<file path="config.mk">
export PLATFORM = sky130hd
export DESIGN_NAME = rfdb_top
export DESIGN_NICKNAME = d
export VERILOG_FILES = /design/src/hw/rfdb_pkg.sv /design/src/hw/rfdb_top.sv
export VERILOG_INCLUDE_DIRS = /design/src /design/src/hw
export SDC_FILE = /design/constraint.sdc
export NUM_CORES = 1
export LEC_CHECK = 0
export CORE_ASPECT_RATIO = 1.75
export CORE_UTILIZATION = 30
export DETAILED_ROUTE_END_ITERATION = 16
export DONT_BUFFER_PORTS = 1
export PLACE_DENSITY = 0.53
export SKIP_LAST_GASP = 1
export SLEW_MARGIN = 20
export SYNTH_ARGS = -nofsm -noshare
export SYNTH_HDL_FRONTEND = slang
export SYNTH_SLANG_ARGS = --single-unit
</file>
<file path="constraint.sdc">
create_clock -name i_sys_clk -period 2.6 [get_ports i_sys_clk]
set_input_delay 0.26 -clock i_sys_clk [delete_from_list [all_inputs] [get_ports i_sys_clk]]
set_output_delay 0.26 -clock i_sys_clk [all_outputs]
set_load 0.03 [all_outputs]
</file>
<file path="src/hw/rfdb_defines.svh">
// Constants for the receive framer, decoder and self-test checker
`ifndef RFDB_DEFINES_SVH
`define RFDB_DEFINES_SVH
// Register byte offsets
`define RFDB_OFS_CTRL      8'h00
`define RFDB_OFS_BIST      8'h04
`define RFDB_OFS_STATUS    8'h08
// Control register fields
`define RFDB_CTRL_FR_EN    0
`define RFDB_CTRL_FMODE    2:1
`define RFDB_CTRL_FCHAR    4:3
`define RFDB_CTRL_DMODE    6:5
`define RFDB_CTRL_CKSEL    8:7
`define RFDB_CTRL_RATE     9
`define RFDB_CTRL_RST      10'h0aa
// Self-test register fields
`define RFDB_BIST_LE       0
`define RFDB_BIST_CHEN     1
`define RFDB_BIST_LATCH    2
`define RFDB_BIST_RST      2'h2
// Three-level codes
`define RFDB_LVL_LOW       2'h0
`define RFDB_LVL_MID       2'h1
`define RFDB_LVL_HIGH      2'h2
// Framer constants
`define RFDB_CHAR_LAST     4'h9
`define RFDB_MAX_STRETCH   4'h2
`define RFDB_SPAN_BITS     6'h32
`define RFDB_CONSEC_GAP    6'h09
`define RFDB_CONSEC_NEED   3'h4
`define RFDB_COMMA_P       8'h3e
`define RFDB_COMMA_N       8'hc1
`define RFDB_K285_P        10'h0fa
`define RFDB_K285_N        10'h305
// Decoder and status codes
`define RFDB_ALT_K_XOR     8'h80
`define RFDB_ST_DATA       3'h0
`define RFDB_ST_SPECIAL    3'h1
`define RFDB_ST_FRAMING    3'h2
`define RFDB_ST_INVALID    3'h6
`define RFDB_ST_LOOP_OK    3'h2
`define RFDB_ST_LOOP_ERR   3'h4
`define RFDB_ST_MISMATCH   3'h5
`define RFDB_ST_WAIT       3'h7
// Self-test constants
`define RFDB_START_CHAR    10'h274
`define RFDB_LFSR_SEED     9'h1ff
`define RFDB_WSYNC_LEN     5'h10
`define RFDB_ABORT_BAL     5'h10
`endif

</file>
<file path="src/hw/rfdb_pkg.sv">
// Types shared by the receive framer, decoder and self-test block
package rfdb_pkg;
    typedef enum logic [1:0]
    {
        RFDB_B_OFF    = 2'b00,
        RFDB_B_SEARCH = 2'b01,
        RFDB_B_RUN    = 2'b10
    } rfdb_bist_t;

    typedef struct packed
    {
        logic [9:0] data;
        logic [2:0] status;
        logic       parity;
    } rfdb_char_t;
endpackage

</file>
<file path="src/hw/rfdb_top.sv">
// Receive framer, 10b/8b decoder and self-test checker for one channel
//
// Functional notes
// [RULE1] Framer disabled: boundaries never move whatever framing characters arrive.
// [RULE2] Framer enabled: the selected framing algorithm runs on every channel at once.
// [RULE3] Low-latency mode aligns from the first framing character by stretching characters.
// [RULE4] One character is stretched by at most two bit periods.
// [RULE5] Aligned output lags detection by at most nine or fourteen characters.
// [RULE6] Mid mode moves boundary after two same-phase framing characters within 50 bits.
// [RULE7] High mode moves boundary after four consecutive same-phase framing characters.
// [RULE8] Software must not use low-latency framing while self-test is active.
// [RULE9] Decoded data reports status 000, special characters 001.
// [RULE10] Decoder bypass passes raw 10-bit characters; clock select must be mid.
// [RULE11] Special codes use primary mapping at mid, alternate mapping at high.
// [RULE12] Every delivered character carries odd parity.
// [RULE13] Latch enable high passes channel enable; falling edge holds it.
// [RULE14] Reset forces the self-test enable latch high, test disabled.
// [RULE15] Self-test uses a shift register producing a 511-character sequence.
// [RULE16] Clock select not mid: 16 word-sync characters precede each pass.
// [RULE17] Self-test start presets the shift register to start code D0.0.
// [RULE18] Synchronised checker compares each character and reports on status.
// [RULE19] Expected violations are not errors; loop end shows 010 or 100 once.
// [RULE20] Self-test status is the same in every decoder mode.
// [RULE21] Invalid exceeding valid by sixteen aborts and restarts the search.
// [RULE22] Software frames before self-test with alternate framer and recovered clock.
// [RULE23] Framer searches every bit for comma or full K28.5 as selected.
// [RULE24] Three-level inputs are two-bit codes, static while framing.
// [RULE25] Realignment emits no partial character; that character reports invalid.
`include "rfdb_defines.svh"
`timescale 1ns/10ps
`default_nettype none

module rfdb_top
    import rfdb_pkg::*;
#(
    parameter int CHAR_BITS = 10
)
(
    input  wire logic        i_sys_clk,
    input  wire logic        i_rst_n,
    input  wire logic        i_link_clk,
    input  wire logic        i_rx_bit,
    input  wire logic        i_hsel,
    input  wire logic [1:0]  i_htrans,
    input  wire logic [7:0]  i_haddr,
    input  wire logic        i_hwrite,
    input  wire logic [2:0]  i_hsize,
    input  wire logic        i_hready,
    input  wire logic [31:0] i_hwdata,
    output logic      [31:0] o_hrdata,
    output logic             o_hreadyout,
    output logic             o_hresp,
    output logic      [9:0]  o_rx_char,
    output logic      [2:0]  o_rx_status,
    output logic             o_rx_parity,
    output logic             o_char_strobe
);
    generate
        if (CHAR_BITS != 10)
            $error("rfdb_top serves 10-bit characters only");
    endgenerate

    // ==========================================================
    // Register bus slave, zero wait states
    logic [9:0] ctrl_q;
    logic [1:0] bist_reg_q;
    logic [7:0] addr_q;
    logic       wr_q;
    logic       bist_n_q;
    rfdb_char_t out_q;
    rfdb_bist_t bst_q;

    always_ff @(posedge i_sys_clk)
    begin
        if (!i_rst_n)
        begin
            addr_q <= 8'h00;
            wr_q   <= 1'b0;
        end
        else if (i_hready)
        begin
            addr_q <= i_haddr;
            wr_q   <= i_hsel && i_htrans[1] && i_hwrite && (i_hsize == 3'h2);
        end
    end

    always_ff @(posedge i_sys_clk)
    begin
        if (!i_rst_n)
            ctrl_q <= `RFDB_CTRL_RST;
        else if (wr_q && addr_q == `RFDB_OFS_CTRL)
            ctrl_q <= i_hwdata[9:0];
    end

    always_ff @(posedge i_sys_clk)
    begin
        if (!i_rst_n)
            bist_reg_q <= `RFDB_BIST_RST;
        else if (wr_q && addr_q == `RFDB_OFS_BIST)
            bist_reg_q <= i_hwdata[1:0];
    end

    always_comb
    begin
        case (addr_q)
            `RFDB_OFS_CTRL:   o_hrdata = {22'h0, ctrl_q};
            `RFDB_OFS_BIST:   o_hrdata = {29'h0, bist_n_q, bist_reg_q};
            `RFDB_OFS_STATUS: o_hrdata = {16'h0, bst_q, out_q};
            default:          o_hrdata = 32'h0;
        endcase
    end
    assign o_hreadyout = 1'b1;
    assign o_hresp     = 1'b0;

    // Unused encodings 2'b11 fall back to mid
    function automatic logic [1:0] lvl(input logic [1:0] v);
        lvl = (v == 2'h3) ? `RFDB_LVL_MID : v;
    endfunction

    // [RULE24] Two-bit three-level codes
    logic [1:0] fmode, fchar, dmode, cksel;
    logic       fr_en;
    assign fr_en = ctrl_q[`RFDB_CTRL_FR_EN];
    assign fmode = lvl(ctrl_q[`RFDB_CTRL_FMODE]);
    assign fchar = lvl(ctrl_q[`RFDB_CTRL_FCHAR]);
    assign dmode = lvl(ctrl_q[`RFDB_CTRL_DMODE]);
    assign cksel = lvl(ctrl_q[`RFDB_CTRL_CKSEL]);

    // ==========================================================
    // Link input synchronisers and bit edge detect
    logic [1:0] lck_s, bit_s;
    logic       lck_d_q, tick;
    always_ff @(posedge i_sys_clk)
    begin
        if (!i_rst_n)
        begin
            lck_s   <= 2'h0;
            bit_s   <= 2'h0;
            lck_d_q <= 1'b0;
        end
        else
        begin
            lck_s   <= {lck_s[0], i_link_clk};
            bit_s   <= {bit_s[0], i_rx_bit};
            lck_d_q <= lck_s[1];
        end
    end
    assign tick = lck_s[1] && !lck_d_q;

    // ==========================================================
    // Framer
    logic [9:0] sh_q, sh_n;
    logic [3:0] cnt_q, last_q, pend_q, phase_q, step;
    logic [5:0] age_q;
    logic [2:0] cons_q;
    logic       seen_q, det, at_bnd, realign, emit;

    assign sh_n   = {sh_q[8:0], bit_s[1]};
    assign at_bnd = (cnt_q == last_q);
    assign step   = (pend_q > `RFDB_MAX_STRETCH) ? `RFDB_MAX_STRETCH : pend_q;

    // [RULE23] Search every bit position
    always_comb
    begin
        if (fchar == `RFDB_LVL_HIGH)
            det = (sh_n == `RFDB_K285_P) || (sh_n == `RFDB_K285_N);
        else
            det = (sh_n[9:2] == `RFDB_COMMA_P) || (sh_n[9:2] == `RFDB_COMMA_N);
    end

    // [RULE6] [RULE7] Multi-byte confirmation before a boundary move
    always_comb
    begin
        realign = 1'b0;
        if (tick && fr_en && det && !at_bnd && seen_q && phase_q == cnt_q)
        begin
            if (fmode == `RFDB_LVL_MID)
                realign = (age_q < `RFDB_SPAN_BITS);
            else if (fmode == `RFDB_LVL_HIGH)
                realign = (age_q == `RFDB_CONSEC_GAP) && (cons_q + 3'h1 >= `RFDB_CONSEC_NEED);
        end
    end
    // [RULE25] Realignment completes the character now, never mid-character
    assign emit = tick && (at_bnd || realign);

    always_ff @(posedge i_sys_clk)
    begin
        if (!i_rst_n)
            sh_q <= 10'h0;
        else if (tick)
            sh_q <= sh_n;
    end

    // [RULE1] [RULE2] Counter moves freely unless the enabled framer realigns or stretches it
    always_ff @(posedge i_sys_clk)
    begin
        if (!i_rst_n)
        begin
            cnt_q  <= 4'h0;
            last_q <= `RFDB_CHAR_LAST;
            pend_q <= 4'h0;
        end
        else if (tick)
        begin
            if (emit)
            begin
                cnt_q <= 4'h0;
                // [RULE4] Stretch at most two bits per character
                last_q <= `RFDB_CHAR_LAST + step;
                pend_q <= pend_q - step;
            end
            else
                cnt_q <= cnt_q + 4'h1;
            // [RULE3] [RULE5] Low latency starts on the first detection
            if (fr_en && fmode == `RFDB_LVL_LOW && det && !at_bnd && pend_q == 4'h0
                && last_q == `RFDB_CHAR_LAST)
                pend_q <= cnt_q + 4'h1;
        end
    end

    always_ff @(posedge i_sys_clk)
    begin
        if (!i_rst_n)
        begin
            age_q   <= 6'h0;
            seen_q  <= 1'b0;
            phase_q <= 4'h0;
            cons_q  <= 3'h0;
        end
        else if (tick)
        begin
            if (det && fr_en)
            begin
                age_q   <= 6'h0;
                seen_q  <= 1'b1;
                phase_q <= realign ? 4'h0 : cnt_q;
                cons_q  <= (seen_q && age_q == `RFDB_CONSEC_GAP && phase_q == cnt_q)
                           ? cons_q + 3'h1 : 3'h1;
            end
            else if (age_q != 6'h3f)
                age_q <= age_q + 6'h1;
        end
    end

    // ==========================================================
    // 10b/8b decoder
    function automatic logic [5:0] dec6(input logic [5:0] c);
        case (c)
            6'h27, 6'h18: dec6 = 6'h20;  6'h1d, 6'h22: dec6 = 6'h21;
            6'h2d, 6'h12: dec6 = 6'h22;  6'h31:        dec6 = 6'h23;
            6'h35, 6'h0a: dec6 = 6'h24;  6'h29:        dec6 = 6'h25;
            6'h19:        dec6 = 6'h26;  6'h38, 6'h07: dec6 = 6'h27;
            6'h39, 6'h06: dec6 = 6'h28;  6'h25:        dec6 = 6'h29;
            6'h15:        dec6 = 6'h2a;  6'h34:        dec6 = 6'h2b;
            6'h0d:        dec6 = 6'h2c;  6'h2c:        dec6 = 6'h2d;
            6'h1c:        dec6 = 6'h2e;  6'h17, 6'h28: dec6 = 6'h2f;
            6'h1b, 6'h24: dec6 = 6'h30;  6'h23:        dec6 = 6'h31;
            6'h13:        dec6 = 6'h32;  6'h32:        dec6 = 6'h33;
            6'h0b:        dec6 = 6'h34;  6'h2a:        dec6 = 6'h35;
            6'h1a:        dec6 = 6'h36;  6'h3a, 6'h05: dec6 = 6'h37;
            6'h33, 6'h0c: dec6 = 6'h38;  6'h26:        dec6 = 6'h39;
            6'h16:        dec6 = 6'h3a;  6'h36, 6'h09: dec6 = 6'h3b;
            6'h0e:        dec6 = 6'h3c;  6'h2e, 6'h11: dec6 = 6'h3d;
            6'h1e, 6'h21: dec6 = 6'h3e;  6'h2b, 6'h14: dec6 = 6'h3f;
            6'h0f, 6'h30: dec6 = 6'h3c;
            default:      dec6 = 6'h00;
        endcase
    endfunction

    function automatic logic [3:0] dec4(input logic [3:0] c);
        case (c)
            4'hb, 4'h4: dec4 = 4'h8;  4'h9:      dec4 = 4'h9;
            4'h5:       dec4 = 4'ha;  4'hc, 4'h3: dec4 = 4'hb;
            4'hd, 4'h2: dec4 = 4'hc;  4'ha:      dec4 = 4'hd;
            4'h6:       dec4 = 4'he;  4'he, 4'h1, 4'h7, 4'h8: dec4 = 4'hf;
            default:    dec4 = 4'h0;
        endcase
    endfunction

    logic [5:0] d6;
    logic [3:0] d4;
    logic [7:0] byte_v;
    logic       is_k, ok;
    assign d6     = dec6(sh_n[9:4]);
    assign d4     = dec4(sh_n[3:0]);
    assign ok     = d6[5] && d4[3];
    assign is_k   = (sh_n[9:4] == 6'h0f) || (sh_n[9:4] == 6'h30)
                    || ((sh_n[3:0] == 4'h7 || sh_n[3:0] == 4'h8) && d6[4:0] > 5'h16
                        && d6[4:0] != 5'h18 && d6[4:0] != 5'h19 && d6[4:0] != 5'h1a
                        && d6[4:0] != 5'h1c && d6[4:0] != 5'h1f);
    // [RULE11] Data identical in both maps, specials differ
    assign byte_v = (is_k && dmode == `RFDB_LVL_HIGH)
                    ? ({d4[2:0], d6[4:0]} ^ `RFDB_ALT_K_XOR) : {d4[2:0], d6[4:0]};

    // ==========================================================
    // Self-test enable latch and pattern checker
    // [RULE13] [RULE14] Transparent while latch enable high, reset to disabled
    always_ff @(posedge i_sys_clk)
    begin
        if (!i_rst_n)
            bist_n_q <= 1'b1;
        else if (bist_reg_q[`RFDB_BIST_LE])
            bist_n_q <= bist_reg_q[`RFDB_BIST_CHEN];
    end

    // [RULE15] 511-state sequence, x^9 + x^5 + 1
    logic [8:0] lfsr_q;
    logic [4:0] wsync_q, bal_q;
    logic       loop_err_q, exp_start;
    logic [9:0] exp_c;
    assign exp_start = (lfsr_q == `RFDB_LFSR_SEED);
    assign exp_c = exp_start ? `RFDB_START_CHAR : {lfsr_q, lfsr_q[8] ^ lfsr_q[4]};

    always_ff @(posedge i_sys_clk)
    begin
        if (!i_rst_n || bist_n_q)
        begin
            bst_q      <= RFDB_B_OFF;
            lfsr_q     <= `RFDB_LFSR_SEED;
            wsync_q    <= 5'h0;
            bal_q      <= 5'h0;
            loop_err_q <= 1'b0;
        end
        else if (bst_q == RFDB_B_OFF)
        begin
            // [RULE17] Preset to start code when self-test is enabled
            bst_q  <= RFDB_B_SEARCH;
            lfsr_q <= `RFDB_LFSR_SEED;
        end
        else if (emit)
        begin
            case (bst_q)
                RFDB_B_SEARCH:
                begin
                    // [RULE16] Word sync must precede the start when clock select not mid
                    if (det && wsync_q != `RFDB_WSYNC_LEN)
                        wsync_q <= wsync_q + 5'h1;
                    if (sh_n == `RFDB_START_CHAR
                        && (cksel == `RFDB_LVL_MID || wsync_q == `RFDB_WSYNC_LEN))
                    begin
                        bst_q      <= RFDB_B_RUN;
                        lfsr_q     <= {lfsr_q[7:0], lfsr_q[8] ^ lfsr_q[4]};
                        bal_q      <= 5'h0;
                        loop_err_q <= 1'b0;
                    end
                end
                RFDB_B_RUN:
                begin
                    // [RULE18] Compare every character against the local sequence
                    lfsr_q <= {lfsr_q[7:0], lfsr_q[8] ^ lfsr_q[4]};
                    if (sh_n != exp_c)
                    begin
                        bal_q      <= bal_q + 5'h1;
                        loop_err_q <= 1'b1;
                    end
                    else if (bal_q != 5'h0)
                        bal_q <= bal_q - 5'h1;
                    // [RULE21] Abort and hunt for the start again
                    if (sh_n != exp_c && bal_q + 5'h1 >= `RFDB_ABORT_BAL)
                    begin
                        bst_q   <= RFDB_B_SEARCH;
                        lfsr_q  <= `RFDB_LFSR_SEED;
                        wsync_q <= 5'h0;
                    end
                    if (exp_start)
                        loop_err_q <= 1'b0;
                end
                default: bst_q <= RFDB_B_OFF;
            endcase
        end
    end

    // ==========================================================
    // Output register
    rfdb_char_t nxt;
    always_comb
    begin
        nxt.data = {2'h0, byte_v};
        if (dmode == `RFDB_LVL_LOW)
            nxt.data = sh_n;
        // [RULE20] Self-test status ignores decoder mode
        if (bst_q != RFDB_B_OFF)
        begin
            if (bst_q != RFDB_B_RUN)
                nxt.status = `RFDB_ST_WAIT;
            // [RULE19] Loop end marker, expected violations never flagged
            else if (exp_start)
                nxt.status = loop_err_q ? `RFDB_ST_LOOP_ERR : `RFDB_ST_LOOP_OK;
            else if (sh_n != exp_c)
                nxt.status = `RFDB_ST_MISMATCH;
            else
                nxt.status = `RFDB_ST_DATA;
        end
        // [RULE25] Realigned or stretched character reports invalid
        else if (realign || last_q != `RFDB_CHAR_LAST || (dmode != `RFDB_LVL_LOW && !ok))
            nxt.status = `RFDB_ST_INVALID;
        else if (dmode != `RFDB_LVL_LOW && det)
            nxt.status = `RFDB_ST_FRAMING;
        // [RULE9] Data versus special status
        else if (dmode != `RFDB_LVL_LOW && is_k)
            nxt.status = `RFDB_ST_SPECIAL;
        else
            nxt.status = `RFDB_ST_DATA;
        // [RULE12] Odd parity over the delivered character; [RULE10] raw in bypass
        nxt.parity = ~^nxt.data;
    end

    always_ff @(posedge i_sys_clk)
    begin
        if (!i_rst_n)
        begin
            out_q         <= '0;
            o_char_strobe <= 1'b0;
        end
        else
        begin
            o_char_strobe <= emit;
            if (emit)
                out_q <= nxt;
        end
    end
    assign o_rx_char   = out_q.data;
    assign o_rx_status = out_q.status;
    assign o_rx_parity = out_q.parity;
endmodule

`default_nettype wire

</file>
After elaboration in Yosys (flattened, before gate mapping). Memories as Yosys holds them, arrays and structs flattened. A register that Yosys moved wholly into a read port is not among the register bits. Cells that the tools add are included.

Memory bits (read-only): 448. Output and inout bits: 49. RAM bits: 0. Memories kept: 2. Latch bits: 0. Bits in registers: 99. Word-level logic and storage cells: 212.

Memories: (name not given) (depth 64, width 6, read ports 1, clocked after Yosys merged registers in 1, wr ports 0, RTL line rfdb_top.sv:248) `case (c)`; (name not given) (depth 16, width 4, read ports 1, clocked after Yosys merged registers in 0, wr ports 0, RTL line rfdb_top.sv:271) `case (c)`.

Magnitude comparators: 5. Bitwise operators: 3. Shift operators: 0. Equality and inequality tests: 46. Reductions and logical operators: 73. Divide/modulo/power cells: 0. Muxes and demuxes: 49. Add/sub/neg operators: 8. Multiply operators: 0.

Operators by type and width (number): $pmux 16 s3 (1); $logic_and 1x1->1 (35); $ne 5x5->1 const B (6); $mux 5 (5); $mux 6 (4); $mux 3 (7); $eq 10x10->1 const B (2); $mux 10 (2); $mux 4 (5); $pmux 5 s2 (2); $mux 9 (2); $pmux 9 s2 (1); $eq 2x2->1 const B (8); $reduce_and 5->1 (3); $mux 2 (7); $eq 6x4->1 const B (2); $ne 3x3->1 const B (4); $reduce_bool 2->1 (6); $add 5x1->5 const B (2); $eq 10x8->1 const B (1); $logic_or 1x1->1 (10); $mux 1 (10); $ne 10x10->1 (1); $reduce_xnor 10->1 (1); other kinds (39) (57).

Longest topological paths before layout. Gate-level depths: netlist of run 1.

Depth after elaboration: 14. Depth in mapped cells: 13. Depth with buffers taken out: 10.

Least setup slack after synthesis of run 1. Ideal clock, no wire load.

Kind: flip-flop to flip-flop. Start: reg lck_d_q. End: reg, netlist name d6[2]. Data required time: 2.542 ns. Path slack: -0.086 ns. Cell stages (with the launch flop): 13. Period minus slack after synthesis: 2.686 ns. Setup time: 0.058 ns. Arrival time: 2.628 ns. Path through: dfxtp_1 -> nand2b_1 -> clkbuf_1 -> clkbuf_1 -> mux2i_1 -> nor2_1 -> inv_1 -> ha_1 -> clkbuf_1 -> mux2i_1 -> o221ai_1 -> a21oi_1 -> o21a_1.

Cells in the longest elaborated chain, start to end: 4.

Ends and longest elaborated chain: start: declaration (RTL line rfdb_top.sv:132) `logic lck_d_q, tick;`; start signal: assignment (RTL line rfdb_top.sv:145) `lck_d_q <= lck_s[1];`; $logic_not 1->1 (RTL line rfdb_top.sv:148) `assign tick = lck_s[1] && !lck_d_q;`; $logic_and 1x1->1 (RTL line rfdb_top.sv:148); $mux 6 (no source line) (2 in a row).

Every way passes these cells. A chain may end at the register's enable or synchronous reset.

Final worst setup path of run 1.
Start: reg addr_q[7]. End: out o_hrdata[6].

Cells in the longest elaborated chain, start to end: 2. Elaborated cells on any way between the ends: 4. Classes of those cells: eq/ne (2); mux (1); reduce/logical (1).

Ends and longest elaborated chain: start: declaration (RTL line rfdb_top.sv:67) `logic [7:0] addr_q;`; start signal: assignment (RTL line rfdb_top.sv:82) `addr_q <= i_haddr;`; $eq 8x4->1, or another cell as far along (RTL line rfdb_top.sv:105) `case (addr_q)`; $pmux 16 s3 (*) (RTL line rfdb_top.sv:105); end: declaration (RTL line rfdb_top.sv:50) `output logic [31:0] o_hrdata,`.

Every way passes the cells marked *; elsewhere a longest branch is shown, timed or not.

==> impl_metrics.json, run 1 <==
{
  "wire_per_inst_um": 16.66,
  "antenna_found_initial": 0,
  "synth_edf_count": 0,
  "synth_commonest_cells": "105 x dfxtp_1, 89 x nand2_1, 89 x nor2_1, 58 x a21oi_1, 38 x mux2i_1",
  "synth-main-ff-cell": "dfxtp_1",
  "async_reset_ff_share_pct": 0,
  "cp_data_arrival_time_ns": 2.20,
  "root_buffer": "clkbuf_16",
  "grt_usage_pct": 16.65,
  "grt.met1_usage_pct": 15.93,
  "grtUsageMet3_pct": 1.800,
  "n_fill_cell": 2168,
  "max-slew-margin-rel_pct": 56.36,
  "via_per_inst": 5.306,
  "overflow": 0,
  "synth_seq_cells": 105,
  "yosysTopAreaCellShare_pct": 32.80,
  "firstDrtPassIters": 4,
  "drive_above_1_share_pct": 14.27,
  "hpwl_mm": 14.09,
  "crit_type": "reg2out",
  "final_nets": 917,
  "busiest_layer": "met2",
  "core_um2": 20930,
  "tns_ns": 0,
  "grt_max_degree": 57,
  "clock_path_buffers": 2,
  "grt_pass1_wl_mm": 28.69,
  "hold_viol": 0,
  "drc_errors": 0,
  "clkSlewWorstSetupHoldPaths_ns": 0.08,
  "routed_wl_mm": 18.32,
  "area_delta_synth_final_pct": 15.48,
  "num_rows": 70,
  "slew_viol_final": 0,
  "power_density_nw_per_um2": 435.2,
  "p_leak_nw": 2.800,
  "drtAntennaViolNets": 0,
  "power_w": 0.003221,
  "critPathMaxFanout": 8,
  "start_util_pct": 30.62,
  "postSynthAreaPerCell_um2": 7.961,
  "diodes": 0,
  "met2_usage_pct": 34.74,
  "cts.sink_count": 105,
  "setup_viol": 0,
  "final.setup_skew_ns": 0.01402,
  "synth.most_common_cell": "dfxtp_1",
  "synthCells": 805,
  "endpoint_kind": "output port",
  "status": "finished clean",
  "ir_drop_mv": 0.2791,
  "min_path_type": "in2reg",
  "max_freq_mhz": 406.4,
  "netlist_area_um2": 6409,
  "whs_ns": 0.01039,
  "yosysTopAreaCell": "dfxtp_1",
  "cp_data_required_time_ns": 2.34,
  "crit_slowest_cell": "nor2_1",
  "io_buffers": 0,
  "vias": 5837,
  "synthDistinctLibCells": 77,
  "period_minus_slack_ns": 2.461,
  "startpoint_type": "flop",
  "rsz0062_at_grt": "false",
  "boundaryPins": 101,
  "die_w_um": 112.5,
  "clk_latency_ns": 0.37,
  "period_share_pct": 94.64,
  "grt_pass1_vias": 5508,
  "die_area_um2": 21970,
  "cts_made_buffers": 9,
  "gp_congestion": 0.8291,
  "critical_path.max_stage_delay_ns": 0.47,
  "htreeDepth": 3,
  "dr.first_iter.drc_count": 360,
  "cts_tree": "yes",
  "max_slew.worst_pin.slew_ns": 0.6547,
  "die-height_um": 195.4,
  "max_cap_viol_count": 0,
  "ys_top_cells_by_area": "dfxtp_1 33%, mux2i_1 5.9%, nand2_1 5.2%",
  "final_core_util_pct": 35.36,
  "seq_area_frac_synth_pct": 32.80,
  "critical_path.cell_chain": "nor4_1, nand2_1, or2_2, nor2_1",
  "yosysWarnings": 0
}
==> worst paths after layout <==
check                  from          end  slack, ns  depth (start not counted)
setup / recovery  addr_q[7]  o_hrdata[6]       0.14                          4
hold / removal     i_rx_bit     bit_s[0]       0.01                          1
setup reg to reg    sh_q[0]  o_rx_parity       0.15                          9
hold reg to reg    lck_s[0]     lck_s[1]       0.44                          1
==> cell families after synthesis <==
group	Yosys count	share of synthesized area, %
buffers and inverters	94	6.931
AOI/OAI and AO/OA	186	19.43
other	2	0.1172
DFF	105	32.80
adders and majority gates	23	4.451
muxes	42	6.814
and+or+nand+nor	316	24.40
xor gates and xnor gates	37	5.057
==> power breakdown <==
part / internal [W] / switching, W
logic: 0.0000598 / 0.000133
registers: 0.00162 / 0.0000118
clock network: 0.000701 / 0.000695
total: 0.00238 / 0.000840
==> layout by cell type, fill, tap and decap left out, types with 11 or more instances in the layout <==
master / instances
a21oi_1: 58
and3_1: 11
buf_4: 74
conb_1: 19
dfxtp_1: 105
ha_1: 22
inv_1: 23
mux2i_1: 38
nand2_1: 88
nand2b_1: 11
nand3_1: 24
nor2_1: 88
nor3_1: 20
o21ai_0: 35
xnor2_1: 27
==> repair_timing <==
item                       CTS  global route
cloned                       0             0
setup endpoints to repair    2            16
hold endpoints to repair     7             0
buffers inserted             0             8
hold buffers                 1             0
pin swaps                    0             3
resized for setup            1             9
==> registers in the layout (all words and copies together), names as in the netlist, 5 cells and up <==
| name | count |
|---|---|
| addr_q | 8 |
| age_q | 6 |
| bal_q | 5 |
| ctrl_q | 10 |
| d6 | 6 |
| lfsr_q | 9 |
| o_rx_char | 10 |
| sh_q | 9 |
| wsync_q | 5 |
==> critical path: cells and delay by family, from the launching register on <==
family | cells | cell delay, ns
simple gates | 4 | 1.51
flops | 1 | 0.32
==> area by class of cell <==
class	count	area [µm²]	area share, %
Clock buffer	10	239.0	3.229
Clock inverter	6	58.81	0.7946
Inverter	26	101.3	1.369
Multi-Input combinational cell	623	3959	53.49
Sequential cell	105	2102	28.40
Tap cell	252	315.3	4.260
Timing Repair Buffer	78	625.6	8.453
==> through the flow <==
| stage | instances | area, µm² | setup slack, ns |
|---|---|---|---|
| 4_1_cts | 1092 | 7307 | 0.004184 |
| 2_1_floorplan | 822 | 6474 | 0.05297 |
| 3_5_place_dp | 1075 | 6997 | 0.008376 |
| 6_report | 1100 | 7401 | 0.1394 |
| 5_1_grt | 1100 | 7401 | 0.005790 |
| 3_3_place_gp | 1075 | 6997 | 0.03377 |
==> layer usage <==
| metal | share of wire (%) | wire (µm) |
|---|---|---|
| met3 | 2.3 | 417 |
| met1 | 36 | 6648 |
| met5 | 0 | 0 |
| met4 | 2.4 | 438 |
| met2 | 59 | 10820 |
Note: power is estimated with default switching activity, not from simulation.
==> run 2, diff against run 1 <==
--- a/config.mk
+++ b/config.mk
@@ -6,7 +6,7 @@
 export SDC_FILE = /design/constraint.sdc
 export NUM_CORES = 1
 export LEC_CHECK = 0
-export CORE_ASPECT_RATIO = 1.75
+export CORE_ASPECT_RATIO = 1.2
 export CORE_UTILIZATION = 30
 export DETAILED_ROUTE_END_ITERATION = 16
 export DONT_BUFFER_PORTS = 1
==> run 2 against run 1 <==
- sequential cell count unchanged
- critical path depth rose by 2
- register-to-register slack about the same
- non-clock buffer count down 10
- sequential share of layout area grew 0.31 points
- power down 3.3%
- critical path type is now reg2reg
- largest power group unchanged
==> impl_metrics.json, run 2 (synthesis results as in run 1) <==
{
  "root_buffer": "clkbuf_16",
  "hpwl_mm": 12.62,
  "diodes": 0,
  "htreeDepth": 3,
  "power_density_nw_per_um2": 425.2,
  "p_clk_share_pct": 41.8,
  "startpoint": "sh_q[4]",
  "final_cell_mix": "105 x dfxtp_1, 88 x nor2_1, 88 x nand2_1",
  "post_dp_cell_area_um2": 6984,
  "max-slew-margin-rel_pct": 59.63,
  "via_per_inst": 5.132,
  "min_from": "i_rx_bit",
  "netSwitchingPower_w": 0.0007839,
  "max_slew.worst_pin.slew_ns": 0.6050,
  "setup_viol": 0,
  "min_path_cells": 1,
  "reg2reg_depth": 6,
  "area_delta_synth_final_pct": 14.25,
  "final_area_um2": 7322,
  "core_um2": 20970,
  "critPathMaxFanout": 12,
  "overflow": 0,
  "clk_latency_ns": 0.36,
  "clock_path_buffers": 2,
  "die_area_um2": 21950,
  "grt_pass1_wl_mm": 27.94,
  "start_util_pct": 30.56,
  "crit_type": "reg2reg",
  "startpoint_type": "flop",
  "hold_viol": 0,
  "cp_data_required_time_ns": 2.88,
  "drive_above_1_share_pct": 13.38,
  "period_minus_slack_ns": 2.461,
  "vias": 5681,
  "switching_share_pct": 25.18,
  "final_common_cell": "dfxtp_1",
  "cts_tree": "yes",
  "grt_usage_pct": 16.06,
  "crit_slowest_cell": "or4b_4",
  "drc_errors": 0,
  "final_nets": 907,
  "timing.rr.end": "bst_q[0]",
  "routed_wl_mm": 16.90,
  "grt_max_degree": 50,
  "num_rows": 58,
  "power_w": 0.003114,
  "antenna_found_initial": 0,
  "rsz0062_at_grt": "true",
  "seqPwrFrac_pct": 52.4,
  "endpoint_kind": "flop",
  "status": "finished clean",
  "critPathBufInv": 0,
  "critical_path.cell_chain": "or4b_4, nor3_4, o211ai_1, o31a_2, or4_1, a31oi_1",
  "boundaryPins": 101,
  "n_fill_cell": 2243,
  "final.setup_skew_ns": 0.01050,
  "slew_viol_final": 0,
  "min_path_type": "in2reg",
  "die_w_um": 135.4,
  "r2r_slack_ns": 0.14,
  "cts_made_buffers": 9,
  "ir_drop_mv": 0.2977,
  "r2r-start": "sh_q[4]",
  "die-height_um": 162.1,
  "wire_per_inst_um": 15.27,
  "dr.first_iter.drc_count": 327,
  "p_comb_share_pct": 5.8,
  "max_cap_viol_count": 0,
  "gp_congestion": 0.8427,
  "crit_family": "simple AND/OR/NAND/NOR gates",
  "drtAntennaViolNets": 0,
  "critical_path.max_stage_delay_ns": 0.57,
  "cts.sink_count": 105,
  "period_share_pct": 94.67,
  "io_buffers": 0,
  "clkSlewWorstSetupHoldPaths_ns": 0.07,
  "cp_data_arrival_time_ns": 2.74,
  "intPower_w": 0.002330,
  "grt_pass1_vias": 5401,
  "max_freq_mhz": 406.3,
  "holdPathEnd": "bit_s[0]",
  "firstDrtPassIters": 5,
  "p_leak_nw": 2.766
}
## run 2: cell count changes in the layout (fill, tap and decap cells not counted), sizes merged
cell / delta
buf: -10
clkbuf: -1
clkinv: +3
inv: -3
## run 2: worst max path at each step
stage | end | slack (ns) | cells after the start
3_5_place_dp | lfsr_q[0] | 0.07 | 8
5_1_grt | wsync_q[0] | -0.02 | 9
4_1_cts | lfsr_q[0] | 0.05 | 8
2_1_floorplan | d6[2] | 0.05 | 12
3_3_place_gp | lfsr_q[5] | 0.06 | 8
6_report | bst_q[0] | 0.14 | 6
## run 2: final cells by class
cell class / instances / area [µm²] / share of cell area (%)
timing repair buffer: 68 / 538.0 / 7.348
tap: 270 / 337.8 / 4.614
multi-input combinational: 623 / 3966 / 54.17
clock inverter: 6 / 55.05 / 0.7519
clock buffer: 9 / 225.2 / 3.076
sequential: 105 / 2102 / 28.71
inverter: 26 / 97.59 / 1.333
## run 2: metal layers
metal	track usage, %	routed length, µm
met2	27.23	8320
met1	20.23	7784
met3	3.027	505
met4	5.414	294
met5	0	0
## run 2: stage by stage
step	hold WS [ns]	setup WS, ns	cells	util (%)	TNS, ns
6_report	0.02275	0.1387	1107	34.91	0
5_1_grt	0.005391	-0.01941	1107	34.91	-0.02307
4_1_cts	0.006108	0.04924	1106	34.69	0
3_5_place_dp	0.3398	0.07014	1090	33.30	0
3_3_place_gp	0.3394	0.06070	1090	33.30	0
2_1_floorplan	0.3841	0.05297	822	-	0
## run 2: repair_timing
| action | CTS | global route |
|---|---|---|
| gates resized for setup | 0 | 15 |
| buffers inserted | 0 | 1 |
| hold buffers | 1 | 0 |
| setup endpoints to repair | 0 | 36 |
| hold endpoints to repair | 7 | 0 |
## run 2: power by group through the flow
stage / combinational (W) / sequential (W) / clock, W
global route: 0.000198 / 0.00163 / 0.00142
floorplan: 0.000172 / 0.00167 / 0
global placement: 0.000176 / 0.00167 / 0
detailed placement: 0.000176 / 0.00167 / 0
CTS: 0.000180 / 0.00163 / 0.00136
finish: 0.000181 / 0.00163 / 0.00130
